`src/verilog/prd_dma_defs.svh`:
```
/*
 * Constants of the peripheral RAM DMA block: counter width, RAM window,
 * AHB encodings and reset values.
 * Assumes it is included by its bare name from the package and modules.
 */
`ifndef PRD_DMA_DEFS_SVH
`define PRD_DMA_DEFS_SVH

// Channel indices and count
`define PRD_NUM_CH 2
`define PRD_CH_READ 0
`define PRD_CH_WRITE 1

// Byte counter width and its constants
`define PRD_CNT_W 16
`define PRD_CNT_RST 16'h0000
`define PRD_CNT_ONE 16'h0001

// Data RAM window, the only region the channels may address
`define PRD_RAM_BASE 32'h2000_0000
`define PRD_RAM_SIZE 32'h0001_0000

// Address reset value and step
`define PRD_ADDR_RST 32'h0000_0000
`define PRD_ADDR_ONE 32'h0000_0001

// AHB encodings
`define PRD_HTRANS_IDLE 2'h0
`define PRD_HTRANS_NONSEQ 2'h2
`define PRD_HSIZE_BYTE 3'h0
`define PRD_HBURST_SINGLE 3'h0

`endif

```
`src/verilog/prd_pkg.sv`:
```
/*
 * Types of the peripheral RAM DMA block: channel configuration, channel
 * status and state enumerations.
 * Assumes prd_dma_defs.svh is on the include path.
 */
`include "prd_dma_defs.svh"

package prd_pkg;

	// Software settings of one channel
	typedef struct packed {
		logic [31:0] buffer_pointer;
		logic [`PRD_CNT_W-1:0] max_count;
		logic list_en;
	} prd_cfg_t;

	// Status of one channel
	typedef struct packed {
		logic busy;
		logic done;
		logic fault;
		logic [`PRD_CNT_W-1:0] bytes_moved_count;
	} prd_stat_t;

	// Channel sequencer states
	typedef enum logic [1:0] {
		CH_IDLE,
		CH_XFER,
		CH_PUSH
	} prd_ch_state_t;

	// Shared AHB master states
	typedef enum logic [1:0] {
		BUS_IDLE,
		BUS_ADDR,
		BUS_DATA
	} prd_bus_state_t;

endpackage : prd_pkg

```
`src/verilog/prd_ram_chk.sv`:
```
/*
 * Address window check: flags whether a byte address lies in data RAM.
 * Assumes a purely combinational use by the channel sequencer.
 */
`timescale 1ns/10ps
`include "prd_dma_defs.svh"

module prd_ram_chk import prd_pkg::*; (
	// Address under test
	input wire logic [31:0] addr,
	// High when the address is inside data RAM
	output logic in_ram
);

	localparam logic [32:0] LOW = {1'b0, `PRD_RAM_BASE};
	localparam logic [32:0] LIMIT = LOW + {1'b0, `PRD_RAM_SIZE};

	// Compare in 33 bits so the window end cannot wrap
	assign in_ram = ({1'b0, addr} >= LOW) && ({1'b0, addr} < LIMIT);

endmodule : prd_ram_chk

```
`src/verilog/prd_dma.sv`:
```
/*
 * Two DMA channels of one peripheral (read and write) sharing one AHB
 * master port towards data RAM, with byte streams to the peripheral core.
 * Assumes an AHB-Lite layer with a request/grant pair from the
 * interconnect, and settings held stable while a channel is busy.
 */
`timescale 1ns/10ps
`include "prd_dma_defs.svh"

module prd_dma import prd_pkg::*; (
	// Clock and reset
	input wire logic clk_sys,
	input wire logic arst_n,
	// Channel settings, start pulses and status
	input wire prd_cfg_t [`PRD_NUM_CH-1:0] ch_cfg,
	input wire logic [`PRD_NUM_CH-1:0] ch_start,
	output prd_stat_t [`PRD_NUM_CH-1:0] ch_stat,
	output logic bus_fault_exception,
	// Read stream to the peripheral core
	output logic [7:0] rd_data,
	output logic rd_valid,
	input wire logic rd_ready,
	// Write stream from the peripheral core
	input wire logic [7:0] wr_data,
	input wire logic wr_last,
	input wire logic wr_valid,
	output logic wr_ready,
	// AHB master port
	output logic hbusreq,
	input wire logic hgrant,
	output logic [31:0] haddr,
	output logic [1:0] htrans,
	output logic hwrite,
	output logic [2:0] hsize,
	output logic [2:0] hburst,
	output logic [31:0] hwdata,
	input wire logic [31:0] hrdata,
	input wire logic hready,
	input wire logic hresp
);

	logic [`PRD_NUM_CH-1:0] ch_req;
	logic [`PRD_NUM_CH-1:0] ch_wr;
	logic [31:0] ch_addr [`PRD_NUM_CH];
	logic [7:0] ch_byte [`PRD_NUM_CH];
	logic [`PRD_NUM_CH-1:0] bus_done;
	logic [`PRD_NUM_CH-1:0] fault_vec;
	logic [7:0] bus_rbyte;
	prd_bus_state_t bus_q, bus_d;
	logic owner_q, owner_d;
	logic [31:0] haddr_q, haddr_d;
	logic hwrite_q, hwrite_d;
	logic [7:0] hwbyte_q, hwbyte_d;

	// Shared master: next address phase, ownership and data phase
	always_comb begin
		bus_d = bus_q;
		owner_d = owner_q;
		haddr_d = haddr_q;
		hwrite_d = hwrite_q;
		hwbyte_d = hwbyte_q;
		case (bus_q)
			BUS_IDLE: begin
				// Wait for the interconnect grant before driving
				if ((|ch_req) && hgrant) begin
					// Read channel wins a tie
					owner_d = ch_req[`PRD_CH_READ] ? 1'b0 : 1'b1;
					haddr_d = ch_addr[owner_d];
					hwrite_d = ch_wr[owner_d];
					hwbyte_d = wr_data;
					bus_d = BUS_ADDR;
				end
			end
			BUS_ADDR: begin
				if (hready) begin
					bus_d = BUS_DATA;
				end
			end
			BUS_DATA: begin
				if (hready) begin
					bus_d = BUS_IDLE;
				end
			end
			default: begin
				bus_d = BUS_IDLE;
			end
		endcase
	end

	// Shared master registers
	always_ff @(posedge clk_sys or negedge arst_n) begin
		if (!arst_n) begin
			bus_q <= BUS_IDLE;
			owner_q <= 1'b0;
			haddr_q <= `PRD_ADDR_RST;
			hwrite_q <= 1'b0;
			hwbyte_q <= 8'h00;
		end else begin
			bus_q <= bus_d;
			owner_q <= owner_d;
			haddr_q <= haddr_d;
			hwrite_q <= hwrite_d;
			hwbyte_q <= hwbyte_d;
		end
	end

	// AHB outputs: single byte transfers, byte on every lane
	assign hbusreq = (|ch_req) || (bus_q != BUS_IDLE);
	assign htrans = (bus_q == BUS_ADDR) ? `PRD_HTRANS_NONSEQ
		: `PRD_HTRANS_IDLE;
	assign haddr = haddr_q;
	assign hwrite = hwrite_q;
	assign hsize = `PRD_HSIZE_BYTE;
	assign hburst = `PRD_HBURST_SINGLE;
	assign hwdata = {4{hwbyte_q}};
	assign bus_rbyte = hrdata[{haddr_q[1:0], 3'b000} +: 8];
	assign bus_done[0] = (bus_q == BUS_DATA) && hready && !owner_q;
	assign bus_done[1] = (bus_q == BUS_DATA) && hready && owner_q;

	// Streams and the fault output
	assign rd_data = ch_byte[`PRD_CH_READ];
	assign bus_fault_exception = |fault_vec;

	// One sequencer per channel
	for (genvar c = 0; c < `PRD_NUM_CH; c++) begin : g_ch
		localparam bit IS_WR = (c == `PRD_CH_WRITE);
		localparam bit HAS_LIST = (c == `PRD_CH_READ);
		prd_ch_state_t st_q, st_d;
		logic [31:0] addr_q, addr_d;
		logic [31:0] base_q, base_d;
		logic [31:0] next_q, next_d;
		logic list_ok_q, list_ok_d;
		logic [`PRD_CNT_W-1:0] cnt_q, cnt_d;
		logic [`PRD_CNT_W-1:0] moved_q, moved_d;
		logic [7:0] byte_q, byte_d;
		logic done_q, done_d;
		logic fault_q, fault_d;
		logic in_ram;
		logic fin;

		prd_ram_chk u_chk (
			.addr(addr_q),
			.in_ram(in_ram)
		);

		// Next state of the channel
		always_comb begin
			st_d = st_q;
			addr_d = addr_q;
			base_d = base_q;
			next_d = next_q;
			list_ok_d = list_ok_q;
			cnt_d = cnt_q;
			moved_d = moved_q;
			byte_d = byte_q;
			done_d = 1'b0;
			fault_d = 1'b0;
			fin = 1'b0;
			case (st_q)
				CH_IDLE: begin
					if (!(HAS_LIST && ch_cfg[c].list_en)) begin
						list_ok_d = 1'b0;
					end
					if (ch_start[c]) begin
						// Item follows the last one in list mode
						if (HAS_LIST && ch_cfg[c].list_en && list_ok_q) begin
							addr_d = next_q;
						end else begin
							addr_d = ch_cfg[c].buffer_pointer;
						end
						base_d = addr_d;
						cnt_d = `PRD_CNT_RST;
						if (ch_cfg[c].max_count == `PRD_CNT_RST) begin
							fin = 1'b1;
						end else begin
							st_d = CH_XFER;
						end
					end
				end
				CH_XFER: begin
					if (!in_ram && !(bus_q != BUS_IDLE && owner_q == c)) begin
						// Refuse the access and end with a fault
						fault_d = 1'b1;
						fin = 1'b1;
					end else if (bus_done[c]) begin
						if (hresp) begin
							fault_d = 1'b1;
							fin = 1'b1;
						end else if (IS_WR) begin
							cnt_d = cnt_q + `PRD_CNT_ONE;
							addr_d = addr_q + `PRD_ADDR_ONE;
							// Stop at max_count or at the core's last byte
							fin = (cnt_d == ch_cfg[c].max_count) || wr_last;
						end else begin
							byte_d = bus_rbyte;
							st_d = CH_PUSH;
						end
					end
				end
				CH_PUSH: begin
					if (rd_ready) begin
						cnt_d = cnt_q + `PRD_CNT_ONE;
						addr_d = addr_q + `PRD_ADDR_ONE;
						// Item is full after max_count bytes
						if (cnt_d == ch_cfg[c].max_count) begin
							fin = 1'b1;
						end else begin
							st_d = CH_XFER;
						end
					end
				end
				default: begin
					st_d = CH_IDLE;
				end
			endcase
			if (fin) begin
				st_d = CH_IDLE;
				done_d = 1'b1;
				moved_d = cnt_d;
				if (HAS_LIST && ch_cfg[c].list_en) begin
					// Next item starts max_count bytes on
					next_d = base_d + {16'h0000, ch_cfg[c].max_count};
					list_ok_d = 1'b1;
				end
			end
		end

		// Channel registers
		always_ff @(posedge clk_sys or negedge arst_n) begin
			if (!arst_n) begin
				st_q <= CH_IDLE;
				addr_q <= `PRD_ADDR_RST;
				base_q <= `PRD_ADDR_RST;
				next_q <= `PRD_ADDR_RST;
				list_ok_q <= 1'b0;
				cnt_q <= `PRD_CNT_RST;
				moved_q <= `PRD_CNT_RST;
				byte_q <= 8'h00;
				done_q <= 1'b0;
				fault_q <= 1'b0;
			end else begin
				st_q <= st_d;
				addr_q <= addr_d;
				base_q <= base_d;
				next_q <= next_d;
				list_ok_q <= list_ok_d;
				cnt_q <= cnt_d;
				moved_q <= moved_d;
				byte_q <= byte_d;
				done_q <= done_d;
				fault_q <= fault_d;
			end
		end

		// Bus request: write waits for a byte, both only inside RAM
		assign ch_req[c] = (st_q == CH_XFER) && in_ram && !bus_done[c]
			&& !(bus_q != BUS_IDLE && owner_q == c)
			&& (!IS_WR || wr_valid);
		assign ch_wr[c] = IS_WR;
		assign ch_addr[c] = addr_q;
		assign ch_byte[c] = byte_q;
		assign fault_vec[c] = fault_q;

		// Status of the channel
		always_comb begin
			ch_stat[c].busy = (st_q != CH_IDLE);
			ch_stat[c].done = done_q;
			ch_stat[c].fault = fault_q;
			ch_stat[c].bytes_moved_count = moved_q;
		end

	end

	// Accept a write byte only when its bus write completes
	assign wr_ready = bus_done[`PRD_CH_WRITE]
		&& (g_ch[`PRD_CH_WRITE].st_q == CH_XFER) && !hresp;
	assign rd_valid = (g_ch[`PRD_CH_READ].st_q == CH_PUSH);
endmodule : prd_dma

```
`config.mk`:
```
export PLATFORM = sky130hd
export DESIGN_NAME = prd_dma
export DESIGN_NICKNAME = d
export VERILOG_FILES = /design/src/verilog/prd_pkg.sv /design/src/verilog/prd_ram_chk.sv /design/src/verilog/prd_dma.sv
export VERILOG_INCLUDE_DIRS = /design/src /design/src/verilog
export SDC_FILE = /design/constraint.sdc
export NUM_CORES = 1
export LEC_CHECK = 0
export BUFFER_PORTS_ARGS = -buffer_cell sky130_fd_sc_hd__buf_4
export CORE_AREA = 4 4 176 178
export CTS_BUF_LIST = sky130_fd_sc_hd__clkbuf_16
export DETAILED_ROUTE_END_ITERATION = 10
export DIE_AREA = 0 0 180 182
export PLACE_DENSITY_LB_ADDON = 0.2
export SKIP_CTS_REPAIR_TIMING = 1
export SYNTH_ARGS = -nofsm -noshare
export SYNTH_HDL_FRONTEND = slang
export SYNTH_SLANG_ARGS = --single-unit
```
`constraint.sdc`:
```
create_clock -name clk_sys -period 4.81 [get_ports clk_sys]
set_input_delay 0.7215 -clock clk_sys [delete_from_list [all_inputs] [get_ports clk_sys]]
set_output_delay 0.7215 -clock clk_sys [all_outputs]
set_load 0.005 [all_outputs]
```
==> results.py <==
metrics = {
    "place": {
        "portBuffers": 262,
        "dp_cells": 2092,
        "dp_hpwl_microns": 29400,
        "gp_congestion": 0.895,
    },
    "worst_setup_path": {
        "startpoint_type": "register",
        "regToRegSetupSlack_ps": 660,
        "reg2reg_from": "g_ch[0].list_ok_q",
        "worstPathMaxFanout": 11,
        "cp.arrival_ps": 4570,
        "crit_path_top_delay_cell": "a221oi_4",
        "worstPathRequired_ps": 5230,
        "crit_chain": "and2_2 > mux2i_1 > a21oi_1 > ha_1 > a2111oi_0 > o21ai_0 > a31o_2 > a221o_1 > a221oi_4 > or4bb_1 > xnor2_1 > mux2_2",
        "crit_type": "reg -> reg",
        "critPathCapture": "g_ch[0].next_q[25]",
        "worstSetupEndpointType": "register",
        "rr_worst_depth": 12,
        "r2r-end": "g_ch[0].next_q[25]",
        "crit_path_max_incr_delay_ps": 490,
        "cp-startpoint": "g_ch[0].list_ok_q",
    },
    "synth": {
        "ys_warn_count": 0,
        "synth_ff_type": "dfrtp_1",
        "synth_edf_count": 0,
        "synthCells": 1533,
        "syn-cell-area_sq_um": 14500,
        "yosysUniqueCellTypes": 88,
        "syn_area_per_cell_sq_um": 9.46,
        "ys_seq_elements": 251,
        "async_flop_share_pct": 100,
        "ys_seq_area_share_pct": 43.3,
    },
    "clock_network": {
        "root_buffer": "clkbuf_16",
        "ctsHtreeMaxLevel": 1,
        "clock_latency_ps": 550,
        "cts_tree": "built",
        "clkSlewWorstSetupHoldPaths_ps": 60,
        "cts_made_buffers": 28,
        "clockBufferDepth": 3,
        "cts_sinks": 251,
    },
    "timing": {
        "hold_violations": 0,
        "clock.fmax_mhz": 241,
        "skew_ps": 18.7,
        "setup_viol": 0,
        "worst_pin_slew_ps": 884,
        "drv_slew": 0,
        "rsz0062_at_grt": "false",
        "min_period_ps": 4150,
        "fin_tns_setup_ps": 0,
        "slew_headroom_pct": 41.0,
        "holdWs_ps": 153,
        "fin_crit_sh_pct": 86.2,
    },
    "detailed_routing": {
        "antenna_left": 0,
        "routed_wl_microns": 40400,
        "avgRoutedWirePerCell_microns": 18.9,
        "dr.pass1.iters": 7,
        "via_per_inst": 5.82,
        "first_iter_violations": 826,
        "vias": 12500,
        "drc_errors": 0,
    },
    "global_routing": {
        "antenna_found_initial": 0,
        "grt_pass1_wl_microns": 64500,
        "grt_pass1_vias": 12200,
        "grt_overflow_total": 0,
        "grt_max_degree": 91,
        "grtUsageTotal_pct": 23.7,
    },
    "power_and_ir_drop": {
        "power.leakage_nw": 7.75,
        "max-vdd-ir-drop_v": 0.000293,
        "power_density_nw_per_um2": 481,
    },
    "run": {
        "maxCapViolCount": 0,
    },
    "floorplan": {
        "num_io_pins": 271,
        "die_h_microns": 182,
        "die_area_sq_um": 32800,
        "start_util_pct": 49.3,
        "num_rows": 63,
        "die_w_microns": 180,
        "core-area_sq_um": 29400,
    },
    "layout": {
        "layout_common_cells": "buf_4 (282), dfrtp_1 (250), a21oi_1 (171), nand2_1 (142)",
        "nNetsFinal": 1903,
        "final_cell_count_no_fill": 2143,
        "drive_gt1_share_pct": 24.4,
        "area_growth_pct": 21.2,
        "diodes": 0,
        "final_common_cell": "buf_4",
        "fillers": 2490,
        "post-route-util_pct": 59.7,
    },
    "worst_hold_path": {
        "hp-class": "in -> async",
    },
    "run_status": {
        "status": "complete, no violations",
    },
}
==> worst min path at each step <==
stage	startpoint	endpoint	slack [ps]	cells after the start
after global routing	arst_n	haddr[18]	210	1
after floorplan	arst_n	bus_q[0]	430	0
final	arst_n	haddr[18]	150	1
after detailed placement	haddr[29]	haddr[29]	460	1
after global placement	haddr[29]	haddr[29]	450	1
after CTS	arst_n	rd_data[0]	180	1
==> kinds of logic after synthesis <==
| group | Yosys count | share of synthesized area, % |
|---|---|---|
| AND/OR/NAND/NOR | 491 | 17.1 |
| AO/OA/AOI/OAI | 413 | 17.1 |
| flip-flops | 251 | 43.3 |
| buffers and inverters | 151 | 5.40 |
| multiplexers | 139 | 11.2 |
| XOR/XNOR | 64 | 3.87 |
| adder cells (fa/ha/maj) | 23 | 2.04 |
| other | 1 | 0.0259 |
==> stage by stage <==
step / instance area, sq um / power (mW) / worst slack, ps
3_3_place_gp: 16500 / 5.93 / 421
3_5_place_dp: 16500 / 6.02 / 323
6_report: 17600 / 8.44 / 663
2_1_floorplan: 14500 / 5.20 / 36.3
4_1_cts: 17600 / 8.48 / 747
5_1_grt: 17600 / 8.98 / 528
==> synthesized netlist by cell type (20+ instances only) <==
| master | instances | area share, % |
|---|---|---|
| a21oi_1 | 171 | 5.9 |
| and2_1 | 28 | 1.2 |
| and3_1 | 25 | 1.1 |
| buf_4 | 40 | 2.1 |
| clkbuf_1 | 49 | 1.3 |
| dfrtp_1 | 251 | 43 |
| ha_1 | 22 | 1.9 |
| inv_1 | 28 | 0.73 |
| mux2_1 | 20 | 1.6 |
| mux2_2 | 49 | 3.8 |
| mux2i_1 | 54 | 3.7 |
| nand2_1 | 142 | 3.7 |
| nand3_1 | 51 | 1.8 |
| nand4_1 | 34 | 1.5 |
| nor2_1 | 112 | 2.9 |
| o21ai_0 | 111 | 3.8 |
| o22ai_1 | 20 | 0.86 |
| xnor2_1 | 48 | 2.9 |
==> state kept, by name, summed over array words and instances, names as in the netlist <==
register and cells:
g_ch.moved_q 32, g_ch.list_ok_q 1, g_ch.done_q 2, g_ch.cnt_q 32, g_ch.st_q 3, g_ch.base_q 32
rd_data 8, g_ch.addr_q 64, owner_q 1, haddr 32, g_ch.fault_q 2, bus_q 2
g_ch.next_q 32, hwbyte_q 8
==> power breakdown <==
part	total [mW]	leakage, nW	internal [mW]	switching (mW)
Sequential	3.19	3.13	2.67	0.520
Clock	2.42	0.520	1.52	0.899
Combinational	2.83	4.10	1.22	1.61
==> critical path: cells and delay by family, from the launching register on <==
kind | cells | cell delay (ps)
flops | 1 | 440
xor+xnor | 1 | 70
fa+ha+maj | 1 | 400
compound gates | 6 | 1880
mux | 2 | 590
simple gates | 2 | 650
==> layer usage <==
| metal | global-route usage [%] | share of wire (%) |
|---|---|---|
| met2 | 40.2 | 48 |
| met3 | 3.67 | 5.8 |
| met5 | 0 | 0 |
| met1 | 31.7 | 43 |
| met4 | 6.58 | 2.8 |
==> layout make-up <==
cell class	count	area, sq um	share of cell area, %
multi-input combinational	1137	7480	42.6
sequential	251	6280	35.8
timing repair buffer	285	2170	12.4
clock buffer	29	726	4.13
tap	390	488	2.78
clock inverter	22	312	1.77
inverter	29	109	0.620
(Power assumes the default switching activity.)
